File: config.mk
export PLATFORM = sky130hd
export DESIGN_NAME = temp_fault_response
export DESIGN_NICKNAME = d
export VERILOG_FILES = /design/src/temp_fault_pkg.sv /design/src/page_if.sv /design/src/temp_fault_response.sv /design/src/temp_page_engine.sv
export SDC_FILE = /design/constraint.sdc
export NUM_CORES = 1
export LEC_CHECK = 0
export BUFFER_PORTS_ARGS = -buffer_cell sky130_fd_sc_hd__clkbuf_2
export CORE_UTILIZATION = 25
export DETAILED_ROUTE_END_ITERATION = 7
export HOLD_SLACK_MARGIN = 0.15
export MAX_ROUTING_LAYER = met4
export SETUP_SLACK_MARGIN = 0.15
export SKIP_CTS_REPAIR_TIMING = 1
export SLEW_MARGIN = 15
export SYNTH_ARGS = -nofsm -noshare
export SYNTH_HDL_FRONTEND = slang
export SYNTH_SLANG_ARGS = --single-unit
File: constraint.sdc
create_clock -name sys_clk -period 2.1 [get_ports sys_clk]
set_input_delay 0.42 -clock sys_clk [delete_from_list [all_inputs] [get_ports sys_clk]]
set_output_delay 0.42 -clock sys_clk [all_outputs]
set_load 0.01 [all_outputs]
File: src/temp_fault_pkg.sv
`default_nettype none
package temp_fault_pkg;
    localparam int unsigned NUM_PAGES = 2;
    // Command codes
    localparam logic [7:0] CMD_PAGE         = 8'h00;
    localparam logic [7:0] CMD_CLEAR_FAULTS = 8'h03;
    localparam logic [7:0] CMD_EXT_OT       = 8'h50;
    localparam logic [7:0] CMD_EXT_UT       = 8'h54;
    localparam logic [7:0] CMD_STATUS_BYTE  = 8'h78;
    localparam logic [7:0] CMD_STATUS_WORD  = 8'h79;
    localparam logic [7:0] CMD_STATUS_TEMP  = 8'h7D;
    localparam logic [7:0] CMD_STATUS_MFR   = 8'h80;
    localparam logic [7:0] CMD_DIE_OT       = 8'hD6;
    // Reset values
    localparam logic [7:0] EXT_ACTION_RST   = 8'hB8;
    localparam logic [7:0] DIE_ACTION_RST   = 8'hC0;
    localparam logic [7:0] PAGE_RST         = 8'h00;
    // Action byte fields
    localparam int unsigned RESP_HI  = 7;
    localparam int unsigned RESP_LO  = 6;
    localparam int unsigned RETRY_HI = 5;
    localparam int unsigned RETRY_LO = 3;
    localparam logic [1:0] RESP_IGNORE  = 2'h0;
    localparam logic [1:0] RESP_BAD     = 2'h1;
    localparam logic [1:0] RESP_SHUT    = 2'h2;
    localparam logic [1:0] RESP_HOLD    = 2'h3;
    localparam logic [2:0] RETRY_NONE   = 3'h0;
    localparam logic [2:0] RETRY_ALWAYS = 3'h7;
    // Status bit positions
    localparam int unsigned SB_TEMP_BIT = 2;
    localparam int unsigned SB_CML_BIT  = 1;
    localparam int unsigned SW_MFR_BIT  = 12;
    localparam int unsigned ST_OT_BIT   = 7;
    localparam int unsigned ST_UT_BIT   = 4;
    localparam int unsigned SM_OT_BIT   = 1;
    // ADC-based detection lag of external faults
    localparam int unsigned EXT_LATENCY_MS = 90;
    typedef enum logic [2:0] {
        PG_OFF     = 3'b001,
        PG_ON      = 3'b010,
        PG_LATCHED = 3'b100
    } page_state_t;
endpackage
`default_nettype wire

File: src/page_if.sv
`default_nettype none
interface page_if;
    logic [7:0] ot_action;
    logic [7:0] ut_action;
    logic [7:0] die_action;
    logic       run_cmd;
    logic       clear;
    logic       restart_tick;
    logic       die_fault;
    logic       ext_ot_fault;
    logic       ext_ut_fault;
    logic       flag_die_ot;
    logic       flag_ext_ot;
    logic       flag_ext_ut;
    logic       output_en;
    modport engine (input ot_action, ut_action, die_action, run_cmd, clear, restart_tick,
                    die_fault, ext_ot_fault, ext_ut_fault,
                    output flag_die_ot, flag_ext_ot, flag_ext_ut, output_en);
    modport ctrl (output ot_action, ut_action, die_action, run_cmd, clear, restart_tick,
                  die_fault, ext_ot_fault, ext_ut_fault,
                  input flag_die_ot, flag_ext_ot, flag_ext_ut, output_en);
endinterface
`default_nettype wire

File: src/temp_fault_response.sv
// Functional notes
// - Die overtemperature sets summary bit in status word and mfr overtemp flag.
// - Any temperature fault asserts the alert line.
// - Die action response code 00 or 01 is rejected with CML fault.
// - Response 10 disables output at once, then follows retry field.
// - Die response 11 holds output off only while fault persists.
// - Die retry 000 keeps output off until the fault is cleared.
// - Die retry values 001 to 111 are rejected with CML fault.
// - Delay field in low three bits of die action is ignored.
// - Fault flags clear only by clear command, run cycle or power.
// - Ext overtemp action is paged byte at 0x50, default 0xB8.
// - Ext undertemp action is paged byte at 0x54, default 0xB8.
// - Ext overtemp sets temperature summary bit and overtemp flag.
// - Ext faults come from ADC, reaction may lag up to 90ms.
// - Ext overtemp action command carries exactly one data byte.
// - Ext response 00 keeps channel running after flagging.
// - Ext retry 111 restarts each interval until off or bias lost.
// - Ext undertemp sets undertemp flag in temperature status.
`default_nettype none
module temp_fault_response
    import temp_fault_pkg::*;
(
    input  wire logic                 sys_clk,
    input  wire logic                 rst_n,
    input  wire logic                 cmd_valid,
    input  wire logic                 cmd_write,
    input  wire logic [7:0]           cmd_code,
    input  wire logic [7:0]           cmd_byte_count,
    input  wire logic [7:0]           cmd_wdata,
    output logic      [15:0]          rd_data,
    output logic                      rd_valid,
    input  wire logic                 die_ot_fault,
    input  wire logic [NUM_PAGES-1:0] ext_ot_fault,
    input  wire logic [NUM_PAGES-1:0] ext_ut_fault,
    input  wire logic [NUM_PAGES-1:0] output_run_pin,
    input  wire logic [NUM_PAGES-1:0] operation_on,
    input  wire logic                 restart_tick,
    output logic      [NUM_PAGES-1:0] output_enable,
    output logic                      alert_out,
    output logic                      alert_oe_n
);
    logic [7:0]           page_q, page_d;
    logic [7:0]           ot_act_q [NUM_PAGES];
    logic [7:0]           ot_act_d [NUM_PAGES];
    logic [7:0]           ut_act_q [NUM_PAGES];
    logic [7:0]           ut_act_d [NUM_PAGES];
    logic [7:0]           die_act_q, die_act_d;
    logic                 cml_q, cml_d;
    logic [15:0]          rd_data_q, rd_data_d;
    logic                 rd_valid_q, rd_valid_d;
    logic                 alert_q, alert_d;
    logic                 wr, rd, clear, bad;
    logic                 sel;
    logic [NUM_PAGES-1:0] f_die, f_ot, f_ut;
    logic [7:0]           st_byte, st_temp, st_mfr;

    page_if pg_if [NUM_PAGES] ();

    assign wr    = cmd_valid && cmd_write;
    assign rd    = cmd_valid && !cmd_write;
    assign clear = wr && cmd_code == CMD_CLEAR_FAULTS;
    assign sel   = page_q[0];

    // one engine and own ot and ut action copies per page; die action shared
    for (genvar i = 0; i < NUM_PAGES; i++) begin : g_page
        assign pg_if[i].ot_action    = ot_act_q[i];
        assign pg_if[i].ut_action    = ut_act_q[i];
        assign pg_if[i].die_action   = die_act_q;
        assign pg_if[i].run_cmd      = output_run_pin[i] && operation_on[i];
        assign pg_if[i].clear        = clear;
        assign pg_if[i].restart_tick = restart_tick;
        assign pg_if[i].die_fault    = die_ot_fault;
        // ADC lag is upstream, no extra delay here
        assign pg_if[i].ext_ot_fault = ext_ot_fault[i];
        assign pg_if[i].ext_ut_fault = ext_ut_fault[i];
        assign f_die[i]              = pg_if[i].flag_die_ot;
        assign f_ot[i]               = pg_if[i].flag_ext_ot;
        assign f_ut[i]               = pg_if[i].flag_ext_ut;
        assign output_enable[i]      = pg_if[i].output_en;
        temp_page_engine u_engine (
            .sys_clk (sys_clk),
            .rst_n   (rst_n),
            .pg      (pg_if[i])
        );
    end

    always_comb begin
        st_byte = 8'h00;
        st_temp = 8'h00;
        st_mfr  = 8'h00;
        st_byte[SB_TEMP_BIT] = f_ot[sel] || f_ut[sel];
        st_byte[SB_CML_BIT]  = cml_q;
        st_temp[ST_OT_BIT]   = f_ot[sel];
        st_temp[ST_UT_BIT]   = f_ut[sel];
        st_mfr[SM_OT_BIT]    = f_die[sel];
    end

    always_comb begin
        page_d     = page_q;
        ot_act_d   = ot_act_q;
        ut_act_d   = ut_act_q;
        die_act_d  = die_act_q;
        cml_d      = cml_q;
        rd_data_d  = rd_data_q;
        rd_valid_d = rd;
        bad        = 1'b0;
        if (wr) begin
            case (cmd_code)
                CMD_CLEAR_FAULTS: begin
                    bad = cmd_byte_count != 8'h00;
                end
                CMD_PAGE: begin
                    bad = cmd_byte_count != 8'h01 || cmd_wdata >= 8'(NUM_PAGES);
                    if (!bad) begin
                        page_d = cmd_wdata;
                    end
                end
                CMD_EXT_OT: begin
                    bad = cmd_byte_count != 8'h01
                        || cmd_wdata[RESP_HI:RESP_LO] == RESP_BAD
                        || cmd_wdata[RESP_HI:RESP_LO] == RESP_HOLD;
                    if (!bad) begin
                        ot_act_d[sel] = cmd_wdata;
                    end
                end
                CMD_EXT_UT: begin
                    bad = cmd_byte_count != 8'h01
                        || cmd_wdata[RESP_HI:RESP_LO] == RESP_BAD
                        || cmd_wdata[RESP_HI:RESP_LO] == RESP_HOLD;
                    if (!bad) begin
                        ut_act_d[sel] = cmd_wdata;
                    end
                end
                CMD_DIE_OT: begin
                    bad = cmd_byte_count != 8'h01
                        || !cmd_wdata[RESP_HI]
                        || cmd_wdata[RETRY_HI:RETRY_LO] != RETRY_NONE;
                    if (!bad) begin
                        die_act_d = cmd_wdata;
                    end
                end
                default: bad = 1'b1;
            endcase
        end else if (rd) begin
            case (cmd_code)
                CMD_PAGE:        rd_data_d = {8'h00, page_q};
                CMD_EXT_OT:      rd_data_d = {8'h00, ot_act_q[sel]};
                CMD_EXT_UT:      rd_data_d = {8'h00, ut_act_q[sel]};
                CMD_DIE_OT:      rd_data_d = {8'h00, die_act_q};
                CMD_STATUS_BYTE: rd_data_d = {8'h00, st_byte};
                CMD_STATUS_TEMP: rd_data_d = {8'h00, st_temp};
                CMD_STATUS_MFR:  rd_data_d = {8'h00, st_mfr};
                CMD_STATUS_WORD: begin
                    rd_data_d             = {8'h00, st_byte};
                    rd_data_d[SW_MFR_BIT] = f_die[sel];
                end
                default: begin
                    rd_data_d = 16'h0000;
                    bad       = 1'b1;
                end
            endcase
        end
        if (clear) begin
            cml_d = 1'b0;
        end
        if (bad) begin
            cml_d = 1'b1;
        end
        alert_d = cml_d || (|(f_die | f_ot | f_ut)) || die_ot_fault
            || (|ext_ot_fault) || (|ext_ut_fault);
    end

    always_ff @(posedge sys_clk) begin
        if (!rst_n) begin
            page_q     <= PAGE_RST;
            ot_act_q   <= '{default: EXT_ACTION_RST};
            ut_act_q   <= '{default: EXT_ACTION_RST};
            die_act_q  <= DIE_ACTION_RST;
            cml_q      <= 1'b0;
            rd_data_q  <= 16'h0000;
            rd_valid_q <= 1'b0;
            alert_q    <= 1'b0;
        end else begin
            page_q     <= page_d;
            ot_act_q   <= ot_act_d;
            ut_act_q   <= ut_act_d;
            die_act_q  <= die_act_d;
            cml_q      <= cml_d;
            rd_data_q  <= rd_data_d;
            rd_valid_q <= rd_valid_d;
            alert_q    <= alert_d;
        end
    end

    assign rd_data    = rd_data_q;
    assign rd_valid   = rd_valid_q;
    assign alert_out  = 1'b0;
    assign alert_oe_n = !alert_q;

    chk_alert_fault: assert property (@(posedge sys_clk) disable iff (!rst_n)
        die_ot_fault || (|ext_ot_fault) || (|ext_ut_fault) |=> !alert_oe_n)
        else $error("alert not raised");
    chk_die_code_rej: assert property (@(posedge sys_clk) disable iff (!rst_n)
        wr && cmd_code == CMD_DIE_OT && !cmd_wdata[RESP_HI] |=> cml_q && $stable(die_act_q))
        else $error("bad die response accepted");
    chk_die_retry_rej: assert property (@(posedge sys_clk) disable iff (!rst_n)
        wr && cmd_code == CMD_DIE_OT && cmd_wdata[RETRY_HI:RETRY_LO] != RETRY_NONE
        |=> cml_q && $stable(die_act_q))
        else $error("bad die retry accepted");
    chk_one_byte: assert property (@(posedge sys_clk) disable iff (!rst_n)
        wr && cmd_code == CMD_EXT_OT && cmd_byte_count != 8'h01
        |=> cml_q && $stable(ot_act_q[sel]))
        else $error("byte count not checked");
    chk_die_word: assert property (@(posedge sys_clk) disable iff (!rst_n)
        die_ot_fault ##1 rd && cmd_code == CMD_STATUS_WORD |=> rd_data[SW_MFR_BIT])
        else $error("mfr summary bit missing");
    cov_cml:   cover property (@(posedge sys_clk) wr && bad);
    cov_clear: cover property (@(posedge sys_clk) clear && alert_q);
endmodule
`default_nettype wire

File: src/temp_page_engine.sv
`default_nettype none
module temp_page_engine
    import temp_fault_pkg::*;
(
    input  wire logic sys_clk,
    input  wire logic rst_n,
    page_if.engine    pg
);
    page_state_t state_q, state_d;
    logic [2:0]  flags_q, flags_d;
    logic        retry_ok_q, retry_ok_d;
    logic        en_q, en_d;
    logic [1:0]  ot_resp, ut_resp, die_resp;
    logic        ot_retry, ut_retry;
    logic        ot_shut, ut_shut, die_shut, die_hold, ext_live;

    assign ot_resp  = pg.ot_action[RESP_HI:RESP_LO];
    assign ut_resp  = pg.ut_action[RESP_HI:RESP_LO];
    assign die_resp = pg.die_action[RESP_HI:RESP_LO];
    assign ot_retry = pg.ot_action[RETRY_HI:RETRY_LO] == RETRY_ALWAYS;
    assign ut_retry = pg.ut_action[RETRY_HI:RETRY_LO] == RETRY_ALWAYS;
    assign ot_shut  = pg.ext_ot_fault && ot_resp == RESP_SHUT;
    assign ut_shut  = pg.ext_ut_fault && ut_resp == RESP_SHUT;
    assign die_shut = pg.die_fault && die_resp == RESP_SHUT;
    assign die_hold = pg.die_fault && die_resp == RESP_HOLD;
    assign ext_live = pg.ext_ot_fault || pg.ext_ut_fault;

    always_comb begin
        flags_d    = flags_q;
        state_d    = state_q;
        retry_ok_d = retry_ok_q;
        // sticky until clear or run cycle
        if (pg.clear || (state_q == PG_OFF && pg.run_cmd)) begin
            flags_d = 3'h0;
        end
        flags_d = flags_d | {pg.ext_ut_fault, pg.ext_ot_fault, pg.die_fault};
        case (state_q)
            PG_OFF: begin
                if (pg.run_cmd) begin
                    state_d = PG_ON;
                end
            end
            PG_ON: begin
                if (!pg.run_cmd) begin
                    state_d = PG_OFF;
                end else if (ot_shut || ut_shut || die_shut) begin
                    state_d    = PG_LATCHED;
                    retry_ok_d = !die_shut && (!ot_shut || ot_retry) && (!ut_shut || ut_retry);
                end
            end
            PG_LATCHED: begin
                if (die_shut || (ot_shut && !ot_retry) || (ut_shut && !ut_retry)) begin
                    retry_ok_d = 1'b0;
                end
                if (!pg.run_cmd) begin
                    state_d = PG_OFF;
                end else if (retry_ok_d && pg.restart_tick && !ext_live && !pg.die_fault) begin
                    state_d = PG_ON;
                end else if (pg.clear && !ext_live && !pg.die_fault) begin
                    state_d = PG_ON;
                end
            end
            default: state_d = PG_OFF;
        endcase
        // hold off while die fault present
        en_d = state_d == PG_ON && !die_hold;
    end

    always_ff @(posedge sys_clk) begin
        if (!rst_n) begin
            state_q    <= PG_OFF;
            flags_q    <= 3'h0;
            retry_ok_q <= 1'b0;
            en_q       <= 1'b0;
        end else begin
            state_q    <= state_d;
            flags_q    <= flags_d;
            retry_ok_q <= retry_ok_d;
            en_q       <= en_d;
        end
    end

    assign pg.flag_die_ot = flags_q[0];
    assign pg.flag_ext_ot = flags_q[1];
    assign pg.flag_ext_ut = flags_q[2];
    assign pg.output_en   = en_q;

    chk_shut_now: assert property (@(posedge sys_clk) disable iff (!rst_n)
        state_q == PG_ON && pg.run_cmd && ot_shut |=> !en_q && state_q == PG_LATCHED)
        else $error("output not shut on fault");
    chk_hold_resume: assert property (@(posedge sys_clk) disable iff (!rst_n)
        state_q == PG_ON && pg.run_cmd && !ot_shut && !ut_shut && !pg.die_fault
        && die_resp == RESP_HOLD && $past(die_hold) |=> en_q)
        else $error("output not resumed after hold");
    chk_no_restart: assert property (@(posedge sys_clk) disable iff (!rst_n)
        state_q == PG_LATCHED && !retry_ok_q && !pg.clear |=> !en_q)
        else $error("restart without clear");
    chk_flag_sticky: assert property (@(posedge sys_clk) disable iff (!rst_n)
        flags_q[1] && !pg.clear && !(state_q == PG_OFF && pg.run_cmd) |=> flags_q[1])
        else $error("fault flag dropped");
    chk_ext_ot_flag: assert property (@(posedge sys_clk) disable iff (!rst_n)
        pg.ext_ot_fault |=> pg.flag_ext_ot)
        else $error("ext ot flag missing");
    chk_ut_flag: assert property (@(posedge sys_clk) disable iff (!rst_n)
        pg.ext_ut_fault |=> pg.flag_ext_ut)
        else $error("ut flag missing");
    chk_keep_running: assert property (@(posedge sys_clk) disable iff (!rst_n)
        state_q == PG_ON && pg.run_cmd && !pg.die_fault && ext_live
        && (!pg.ext_ot_fault || ot_resp == RESP_IGNORE)
        && (!pg.ext_ut_fault || ut_resp == RESP_IGNORE) |=> en_q)
        else $error("output stopped under ignore");
    chk_retry_go: assert property (@(posedge sys_clk) disable iff (!rst_n)
        state_q == PG_LATCHED && retry_ok_q && pg.run_cmd && pg.restart_tick
        && !ext_live && !pg.die_fault |=> en_q)
        else $error("retry not attempted");
    cov_latch: cover property (@(posedge sys_clk) state_q == PG_LATCHED);
    cov_retry: cover property (@(posedge sys_clk) state_q == PG_LATCHED ##1 state_q == PG_ON);
    cov_hold:  cover property (@(posedge sys_clk) die_hold && state_q == PG_ON);
endmodule
`default_nettype wire

; ---- Yosys cells after proc, flatten, opt, wreduce, memory -nomap -nowiden
; Index checks and enable logic that the tools add are counted.
[classes]
reduce_logical = 93
order_cmp = 4
bitwise_logic = 9
n_mux = 49
eq_ne = 33
[op_table]
columns = operator, count
row1 = $pmux W13 S8, 1
row2 = $mux W8, 7
row3 = $mux W3, 14
row4 = $eq A8 B7 Y1 const B, 5
row5 = $logic_and A1 B1 Y1, 34
row6 = $bwmux W16, 2
row7 = $logic_or A1 B1 Y1, 26
row8 = $mux W1, 19
row9 = $eq A3 B3 Y1 const B, 6
row10 = $pmux W3 S3, 2
row11 = $reduce_and A3 Y1, 6
row12 = $eq A8 B8 Y1 const B, 2
row13 = $logic_not A1 Y1, 16
row14 = $eq A2 B2 Y1 const B, 7
row15 = $eq A3 B2 Y1 const B, 4
row16 = $demux W8 S1, 1
row17 = $eq A8 B2 Y1 const B, 1
row18 = $ge A8 B2 Y1 const B, 1
row19 = $logic_not A8 Y1, 1
row20 = $ne A2 B1 Y1 const B, 4
row21 = $ne A8 B1 Y1 const B, 1
row22 = $reduce_bool A8 Y1, 1
row23 = $reduce_or A2 Y1, 4
row24 = $reduce_or A8 Y1, 1
row25 = other kinds (14), 22
[totals]
input_bits = 38
ff_bits = 83
word_cells = 206
out_inout_bits = 21

; ---- Longest topological paths before layout
; Gate-level depths: netlist of the first run.
[logic_depth]
word_depth = 15
ltp_mapped = 8
depth_no_buf = 5

; ---- Cells and area by module
; From an unflattened synthesis of the first run, not the netlist that was laid out.
[unflattened]
hier_cells = 409
area_unflattened_um2 = 3782.4
[by_module_without_submodules]
columns = module, n_inst, area_per_inst_um2, cells_each
row1 = temp_fault_response, 1, 2964.1, 321
row2 = temp_page_engine, 2, 409.1, 44

; ---- Worst setup path after synthesis of the first run
; Ideal clock, no wire load.
[synth_timing]
kind = input to register
startpoint = in cmd_code[4]
endpoint = reg g_page[0].u_engine.state_q[2]
slack_ps = 41
t_arrival_ps = 1929
n_path_buf = 1
stages = 6
required_time_ps = 1970
path_cell_list = buf_4 -> nor4_4 -> nand4b_4 -> a2111o_1 -> a41o_1 -> nor2b_1
[synth_via]
elab_chain_len = 8
[synth_lines]
columns = element, line_no
row1 = start: declaration, temp_fault_response.sv:27  ; input wire logic [7:0] cmd_code,
row2 = $eq A8 B2 Y1, temp_fault_response.sv:61  ; assign clear = wr && cmd_code == CMD_CLEAR_FAULTS;
row3 = $logic_and A1 B1 Y1, temp_fault_response.sv:61
row4 = $logic_and A1 B1 Y1 (2 in series), temp_page_engine.sv:59  ; end else if (pg.clear && !ext_live && !pg.die_fault) begin
row5 = $mux W3, temp_page_engine.sv:59
row6 = $mux W3, temp_page_engine.sv:57  ; end else if (retry_ok_d && pg.restart_tick && !ext_live && !pg.die_fault) begin
row7 = $mux W3, temp_page_engine.sv:55  ; if (!pg.run_cmd) begin
row8 = $pmux W3 S3, temp_page_engine.sv:37  ; case (state_q)
row9 = end signal: assignment, temp_page_engine.sv:76  ; state_q <= state_d;
row10 = end: declaration, temp_page_engine.sv:9  ; page_state_t state_q, state_d;
; No other way between the ends.
; A chain may end at the register's enable or synchronous reset.

; ---- Worst setup path after layout of the first run
[layout_timing]
startpoint = in cmd_byte_count[5]
endpoint = reg ot_act_q (netlist bit pg_if[0].ot_action[5])
[layout_via]
elab_chain_len = 5
[layout_lines]
columns = element, line_no
row1 = start: declaration, temp_fault_response.sv:28  ; input wire logic [7:0] cmd_byte_count,
row2 = $ne A8 B1 Y1, temp_fault_response.sv:119  ; bad = cmd_byte_count != 8'h01
row3 = $logic_or A1 B1 Y1, temp_fault_response.sv:120  ; || cmd_wdata[RESP_HI:RESP_LO] == RESP_BAD
row4 = $logic_or A1 B1 Y1, temp_fault_response.sv:121  ; || cmd_wdata[RESP_HI:RESP_LO] == RESP_HOLD;
row5 = $not A1 Y1 (no line), n/a
row6 = $reduce_and A3 Y1 (no line), n/a
row7 = end signal: assignment, temp_fault_response.sv:185  ; ot_act_q <= ot_act_d;
row8 = end: declaration, temp_fault_response.sv:43  ; logic [7:0] ot_act_q [NUM_PAGES];
; No other way between the ends.

==> results_dict.tcl, run 1 <==
set metrics [dict create \
    status "complete, but fails checks" \
    violations "design-rule violations" \
    cts_buffers 9 \
    grt_pass1_wl_um 17200 \
    final-max-slew-violation-count 0 \
    async_reset_ff_share_pct 0 \
    finalSetupTns_ns 0 \
    synth_area_leaders "dfxtp_1 41%, mux2i_1 11%, nand2_1 4.1%" \
    num-nets-final 529 \
    clock-root-buffer "clkbuf_16" \
    yosys_warnings 0 \
    dr_total_vias 3373 \
    viasPerCell 4.97 \
    drt-initial-drc-count 208 \
    worstReg2RegStart "page_q[0]$_SDFFE_PN0P_" \
    synth_edf_count 0 \
    seqCellArea_um2 1520 \
    synth-seq-cells 76 \
    netlist_area_um2 3700 \
    synth_common_cells "76 x dfxtp_1, 42 x mux2i_1, 40 x nand2_1" \
    cap_violations 0 \
    holdPathStages 3 \
    avgSynthCellArea_um2 9.09 \
    layout_min_cycle_time_ns 1.88 \
    rsz0062_at_grt "no" \
    die_h_um 124 \
    clock_skew_ns 0.00786 \
    multiInputGateArea_um2 2020 \
    clkLatencyLatePin_ns 0.33 \
    core_um2 14500 \
    max_freq_mhz 533 \
    ff2ff_setup_slack_ns 0.33 \
    initial_core_util_pct 25.6 \
    cts_buffer_depth 2 \
    num_io_pins 59 \
    grt_antenna_before_repair 0 \
    critPathCaptureType "flip-flop" \
    place_congestion 0.835 \
    die_area_um2 15300 \
    grt_max_degree 28 \
    path_max_fanout 5 \
    fillers 1515 \
    wl_per_cell_um 16.1 \
    postSynthCellCount 407 \
    timing.final.hold_violations 0 \
    dr.pass1.iters 6 \
    worst_pin_slew_ns 0.518 \
    cts_sinks 76 \
    gr-total-overflow 0 \
    reg2reg_depth 5 \
    hold_class "input pin to flip-flop" \
    area_delta_synth_final_pct 27.0 \
    n_antenna_cell 0 \
    placementRows 44 \
    crit_type "input pin to flip-flop" \
    holdPathEnd "die_act_q[6]$_SDFFE_PN1P_" \
    fin_crit_sh_pct 89.4 \
    ant_nets 0 \
    h-tree-depth 3 \
    cp_data_arrival_time_ns 2.09 \
    path_clk_slew_ns 0.06 \
    setup_violations 0 \
    ys_seq_area_share_pct 41.1 \
    relSlewSlack_pct 64.6 \
    grt_pass1_vias 3307 \
    synth_top_area_cell "dfxtp_1" \
    drc 2 \
    cts_tree "done" \
    track_usage_pct 15.3 \
    fin_cells 678 \
    synth_top_area_share_pct 41.1 \
    cp.required_ns 2.31 \
    worst_r2r_endpoint "rd_data[2]$_SDFFE_PN0P_" \
    place_hpwl_um 8380 \
    drt_wl_total_um 10900 \
    layout-drive-gt1-share_pct 25.3 \
    dp_cells 664 \
    yosysMostFrequentCell "dfxtp_1" \
    power.total_mw 3.26 \
    worstHoldStart "cmd_wdata[6]" \
    synth_flop_cell "dfxtp_1" \
    port_buffers 50 \
    peakVddDrop_mv 0.490 \
    cellLeakagePower_nw 2.01 \
    start_kind "input pin" \
    dieWidth_um 124 \
    dpl_cell_area_um2 4400 \
    final_cell_area_um2 4700 \
    ys_types 62 \
    power_density_nw_per_um2 695 \
]
how the worst max path moves through the flow:
stage,from,endpoint,slack (ns),cells past startpoint
after floorplan,cmd_byte_count[5],alert_q$_SDFF_PN0_,0.04,5
after global placement,cmd_byte_count[5],alert_q$_SDFF_PN0_,-0.09,6
after detailed placement,cmd_byte_count[5],cml_q$_SDFF_PN0_,-0.11,6
after CTS,cmd_code[5],g_page[0].u_engine.state_q[2]$_SDFF_PN0_,0.23,7
after global routing,cmd_code[7],g_page[0].u_engine.state_q[2]$_SDFF_PN0_,0.16,7
final,cmd_byte_count[5],pg_if[0].ot_action[5]$_SDFFE_PN1P_,0.22,7
routing by layer:
layer / global-route usage (%) / vias up / share of wire (%)
li1: - / 1639 / -
met1: 19.3 / 1630 / 46
met2: 24.2 / 89 / 48
met3: 2.61 / 15 / 4.5
met4: 6.33 / 0 / 1.7
met5: - / - / 0
power by group:
| part | switching [mW] | internal [mW] |
|---|---|---|
| registers | 0.0152 | 1.46 |
| clock network | 0.589 | 0.939 |
| logic | 0.156 | 0.104 |
area by class of cell:
type / count / area share [%]
clock inverter: 4 / 1.09
inverter: 8 / 0.639
sequential: 76 / 32.4
tap: 184 / 4.90
clock buffer: 10 / 5.09
multi-input combinational: 302 / 43.0
timing repair buffer: 94 / 12.9
placed cells by master, fill, tap and decap left out, drive strengths merged, types with 9 or more instances in the layout:
cell type / n
nand2: 40
nand3: 11
nor2: 39
buf: 44
nor3: 9
a21oi: 16
mux2i: 42
and3: 11
o21ai: 20
nor2b: 10
clkbuf: 60
and2: 11
dfxtp: 76
critical path: stages:
cell and delay [ns]:
clkbuf_2 0.08, or4_4 0.58, nor4_4 0.33, and3_4 0.26, buf_4 0.16, mux2i_1 0.19, nand2_1 0.07
flip-flops by register name, indices dropped and copies added, names as in the netlist, 2 cells and up:
name,cells
die_act_q,8
g_page.u_engine.flags_q,6
g_page.u_engine.pg.output_en,2
g_page.u_engine.retry_ok_q,2
g_page.u_engine.state_q,6
page_q,8
pg_if.ot_action,16
pg_if.ut_action,16
rd_data,9
kinds of logic after synthesis:
kind of cell           count (synthesis)  share of synthesized area (%)
multiplexers                          44                           12.0
AND/OR/NAND/NOR                      168                           25.9
other                                  1                          0.101
AO/OA/AOI/OAI                         81                           15.4
flip-flops                            76                           41.1
XOR/XNOR                               1                          0.237
buffers and inverters                 36                           5.31
metrics by stage:
stage                     worst slack (ns)  hold slack (ns)  util, %
after floorplan                     0.0436            0.424        -
after global placement             -0.0885            0.441     30.4
after detailed placement            -0.107            0.439     30.4
after CTS                            0.234            0.374     32.4
after global routing                 0.155            0.398     32.5
final                                0.223            0.381     32.5
Note: power is estimated with default switching activity, not from simulation.
==> inputs of run 2 (changes only) <==
- CORE_ASPECT_RATIO: unset -> 0.6
==> run 2 against run 1 <==
The flow now finishes without violations. Critical endpoint is now alert_q$_SDFF_PN0_. Maximum frequency decreased by 0.53%. Clock-buffer cell count unchanged. Clock skew decreased by 0.0030 ns. Largest power group unchanged.
==> results_dict.tcl, run 2 (same netlist as run 1, synthesis figures left out) <==
set metrics [dict create \
    h-tree-depth 3 \
    grt_pass1_wl_um 18300 \
    worstHoldStart "cmd_wdata[6]" \
    cts_sinks 76 \
    relSlewSlack_pct 59.5 \
    power_density_nw_per_um2 690 \
    clkLatencyLatePin_ns 0.35 \
    place_hpwl_um 9150 \
    cts_buffers 9 \
    dr_total_vias 3425 \
    clock-root-buffer "clkbuf_16" \
    worstReg2RegStart "page_q[0]$_SDFFE_PN0P_" \
    layout-drive-gt1-share_pct 27.1 \
    dpl_cell_area_um2 4460 \
    die_area_um2 15300 \
    grt_antenna_before_repair 0 \
    setup_violations 0 \
    cp_data_arrival_time_ns 2.11 \
    cp-startpoint "cmd_byte_count[5]" \
    initial_core_util_pct 25.6 \
    reg2reg_depth 5 \
    timing.final.hold_violations 0 \
    track_usage_pct 16.6 \
    placementRows 34 \
    dp_slack_ns -0.245 \
    grt_max_degree 26 \
    final_common_cell "dfxtp_1" \
    num_io_pins 59 \
    path_max_fanout 5 \
    seqCellArea_um2 1520 \
    core_um2 14500 \
    path_clk_slew_ns 0.06 \
    fin_crit_sh_pct 89.9 \
    cap_violations 0 \
    dr.pass1.iters 5 \
    final_cell_mix "75 x dfxtp_1, 50 x clkbuf_2, 43 x buf_4" \
    num-nets-final 532 \
    crit_type "input pin to flip-flop" \
    worst_hold_slack_ns 0.324 \
    drt-initial-drc-count 306 \
    port_buffers 50 \
    wl_per_cell_um 16.9 \
    n_antenna_cell 0 \
    cellLeakagePower_nw 2.02 \
    multiInputGateArea_um2 2030 \
    peakVddDrop_mv 0.388 \
    cts_buffer_depth 2 \
    worst_pin_slew_ns 0.592 \
    fillers 1496 \
    rsz0062_at_grt "yes" \
    holdPathEnd "die_act_q[6]$_SDFFE_PN1P_" \
    cp.required_ns 2.33 \
    clock_skew_ns 0.00488 \
    critPathCaptureType "flip-flop" \
    die_h_um 96.2 \
    power.total_mw 3.30 \
    drc 0 \
    final-max-slew-violation-count 0 \
    layout_min_cycle_time_ns 1.89 \
    viasPerCell 4.91 \
    area_delta_synth_final_pct 29.0 \
    status "finished clean" \
    dieWidth_um 159 \
    holdPathStages 3 \
    place_congestion 0.946 \
    max_freq_mhz 530 \
    cts_tree "done" \
    ff2ff_setup_slack_ns 0.34 \
    setup_slack_ns 0.213 \
    worst_r2r_endpoint "rd_data[1]$_SDFFE_PN0P_" \
    drt_wl_total_um 11800 \
    grt_pass1_vias 3265 \
    gr-total-overflow 0 \
    start_kind "input pin" \
    ant_nets 0 \
    hold_class "input pin to flip-flop" \
    fin_cells 697 \
    final_cell_area_um2 4780 \
    dp_cells 681 \
]
## run 2: where the power goes
group | switching [mW] | internal, mW
registers | 0.0146 | 1.46
logic | 0.157 | 0.105
clock network | 0.640 | 0.918
## run 2: layout make-up
type                            count  area share [%]
Clock buffer                       10            4.79
Multi-Input combinational cell    302            42.5
Timing Repair Buffer               97            13.7
Clock inverter                      6            1.36
Inverter                            8           0.629
Tap cell                          198            5.19
Sequential cell                    76            31.9
## run 2: stage by stage
stage / setup TNS, ns / utilization (%)
3_3_place_gp: -3.03 / 30.8
2_1_floorplan: 0 / -
3_5_place_dp: -3.90 / 30.8
5_1_grt: 0 / 33.0
4_1_cts: 0 / 32.9
6_report: 0 / 33.0
## run 2: routing by layer
metal	track usage, %	vias up	part of all wire, %
li1	-	1643	-
met1	22.6	1632	50
met2	22.8	138	40
met3	5.82	12	9.4
met4	4.81	0	1.2
met5	-	-	0
## run 2: worst max path at each step
stage                                         end  slack, ns  cells past startpoint
final                          alert_q$_SDFF_PN0_       0.21                      6
after global routing      rd_data[0]$_SDFFE_PN0P_       0.14                      7
after CTS                 rd_data[0]$_SDFFE_PN0P_       0.07                      7
after detailed placement  rd_data[0]$_SDFFE_PN0P_      -0.24                      7
after global placement    rd_data[0]$_SDFFE_PN0P_      -0.27                      7
after floorplan                alert_q$_SDFF_PN0_       0.04                      5
## run 2: worst max-delay path, cell delays in order
cell and delay (ns):
clkbuf_2 0.08, or4_4 0.57, or4_1 0.51, a22o_1 0.20
a211oi_2 0.22, o22ai_1 0.12
==> inputs of run 3 (changes only) <==
- CTS_BUF_LIST: unset -> sky130_fd_sc_hd__clkbuf_4 sky130_fd_sc_hd__clkbuf_8
==> run 3 against run 2 <==
Critical path depth is the same. Register-to-register slack gained 0.02 ns. Maximum frequency grew 0.48%. Design area shrank 2.2%. Utilization shrank 0.74 points. Clock power shrank 27%.
==> results_dict.tcl, run 3 (same netlist as run 1, synthesis figures left out) <==
set metrics [dict create \
    cp-startpoint "cmd_byte_count[5]" \
    num_io_pins 59 \
    peakVddDrop_mv 0.260 \
    h-tree-depth 3 \
    grt_pass1_vias 3245 \
    slowest_stage "or4_4" \
    drt-initial-drc-count 321 \
    post-route-util_pct 32.3 \
    area_delta_synth_final_pct 26.2 \
    worstReg2RegStart "page_q[0]$_SDFFE_PN0P_" \
    fin_crit_sh_pct 89.4 \
    wl_per_cell_um 16.8 \
    relSlewSlack_pct 61.0 \
    fillers 1506 \
    final_common_cell "dfxtp_1" \
    status "finished clean" \
    port_buffers 50 \
    critical_path.max_stage_delay_ns 0.57 \
    cap_violations 0 \
    max_freq_mhz 532 \
    worst_hold_slack_ns 0.313 \
    layout-drive-gt1-share_pct 26.5 \
    clock_skew_ns 0.00691 \
    cp.required_ns 2.34 \
    grt_antenna_before_repair 0 \
    cts_sinks 76 \
    power_density_nw_per_um2 615 \
    clock-root-buffer "clkbuf_8" \
    worst_pin_slew_ns 0.570 \
    gr-total-overflow 0 \
    dieWidth_um 159 \
    cts_tree "done" \
    setup_slack_ns 0.222 \
    hold_class "input pin to flip-flop" \
    layout_min_cycle_time_ns 1.88 \
    dp_slack_ns -0.245 \
    track_usage_pct 16.5 \
    dr.pass1.iters 5 \
    critPathCaptureType "flip-flop" \
    clkLatencyLatePin_ns 0.36 \
    start_kind "input pin" \
    power.total_mw 2.87 \
    place_hpwl_um 9150 \
    cp-endpoint "alert_q$_SDFF_PN0_" \
    worst_r2r_endpoint "rd_data[1]$_SDFFE_PN0P_" \
    grt_pass1_wl_um 18200 \
    ant_nets 0 \
    placementRows 34 \
    ff2ff_setup_slack_ns 0.36 \
    dr_total_vias 3425 \
    path_cells "clkbuf_2 -> or4_4 -> or4_1 -> a22o_1 -> a211oi_2 -> o22ai_1" \
    drc 0 \
    place_congestion 0.946 \
    drt_wl_total_um 11700 \
    num-nets-final 532 \
    reg2reg_depth 5 \
    die_h_um 96.2 \
    die_area_um2 15300 \
    cts_buffer_depth 2 \
    n_antenna_cell 0 \
    path_max_fanout 5 \
    cellLeakagePower_nw 1.98 \
    finalSetupTns_ns 0 \
    setup_violations 0 \
    viasPerCell 4.91 \
    final-max-slew-violation-count 0 \
    cp_data_arrival_time_ns 2.12 \
    crit_type "input pin to flip-flop" \
    initial_core_util_pct 25.6 \
    final_cell_mix "75 x dfxtp_1, 50 x clkbuf_2, 43 x buf_4" \
    grt_max_degree 26 \
    rsz0062_at_grt "no" \
    core_um2 14500 \
    cts_buffers 9 \
    timing.final.hold_violations 0 \
    path_clk_slew_ns 0.08 \
]
-- run 3: cell count changes in the layout (fill, tap and decap cells not counted), moves of 2 or more --
cell       change
and3_1         +2
clkbuf_16      -9
clkbuf_8       +9
and3_2         -2
-- run 3: metal layers --
metal	global-route usage [%]	up-vias	part of all wire (%)
li1	-	1646	-
met4	4.33	0	0.81
met2	22.8	121	40
met5	-	-	0
met3	5.95	10	10
met1	22.4	1648	49
-- run 3: worst min-delay path by stage --
stage / start / to / slack, ns / depth (start not counted)
floorplan: pg_if[0].ut_action[6]$_SDFFE_PN0P_ / pg_if[0].ut_action[6]$_SDFFE_PN0P_ / 0.42 / 2
global placement: page_q[2]$_SDFFE_PN0P_ / page_q[2]$_SDFFE_PN0P_ / 0.44 / 1
detailed placement: page_q[2]$_SDFFE_PN0P_ / page_q[2]$_SDFFE_PN0P_ / 0.44 / 1
CTS: cmd_wdata[6] / die_act_q[6]$_SDFFE_PN1P_ / 0.29 / 3
global route: cmd_wdata[6] / die_act_q[6]$_SDFFE_PN1P_ / 0.30 / 3
finish: cmd_wdata[6] / die_act_q[6]$_SDFFE_PN1P_ / 0.31 / 3
-- run 3: worst max-delay path, delay by kind of cell --
family	cells	cell delay, ns
buffers and inverters	1	0.08
AND/OR/NAND/NOR	2	1.08
AO/OA/AOI/OAI	3	0.55
-- run 3: stage by stage --
stage / cell area (um2) / cells
5_1_grt: 4670 / 697
4_1_cts: 4660 / 697
2_1_floorplan: 3730 / 414
3_5_place_dp: 4460 / 681
3_3_place_gp: 4460 / 681
6_report: 4670 / 697
-- run 3: area by class of cell --
| class | instances | area, um2 | share of cell area, % |
|---|---|---|---|
| clock buffer | 10 | 131 | 2.81 |
| clock inverter | 6 | 65.1 | 1.39 |
| inverter | 8 | 30.0 | 0.643 |
| multi-input combinational | 302 | 2020 | 43.2 |
| sequential | 76 | 1520 | 32.6 |
| tap | 198 | 248 | 5.31 |
| timing repair buffer | 97 | 653 | 14.0 |
-- run 3: report_power, final --
part | total [mW] | switching [mW] | internal (mW) | leakage (nW)
logic | 0.260 | 0.155 | 0.105 | 1.28
registers | 1.47 | 0.0145 | 1.46 | 0.617
clock network | 1.14 | 0.576 | 0.559 | 0.0879
total | 2.87 | 0.746 | 2.12 | 1.98
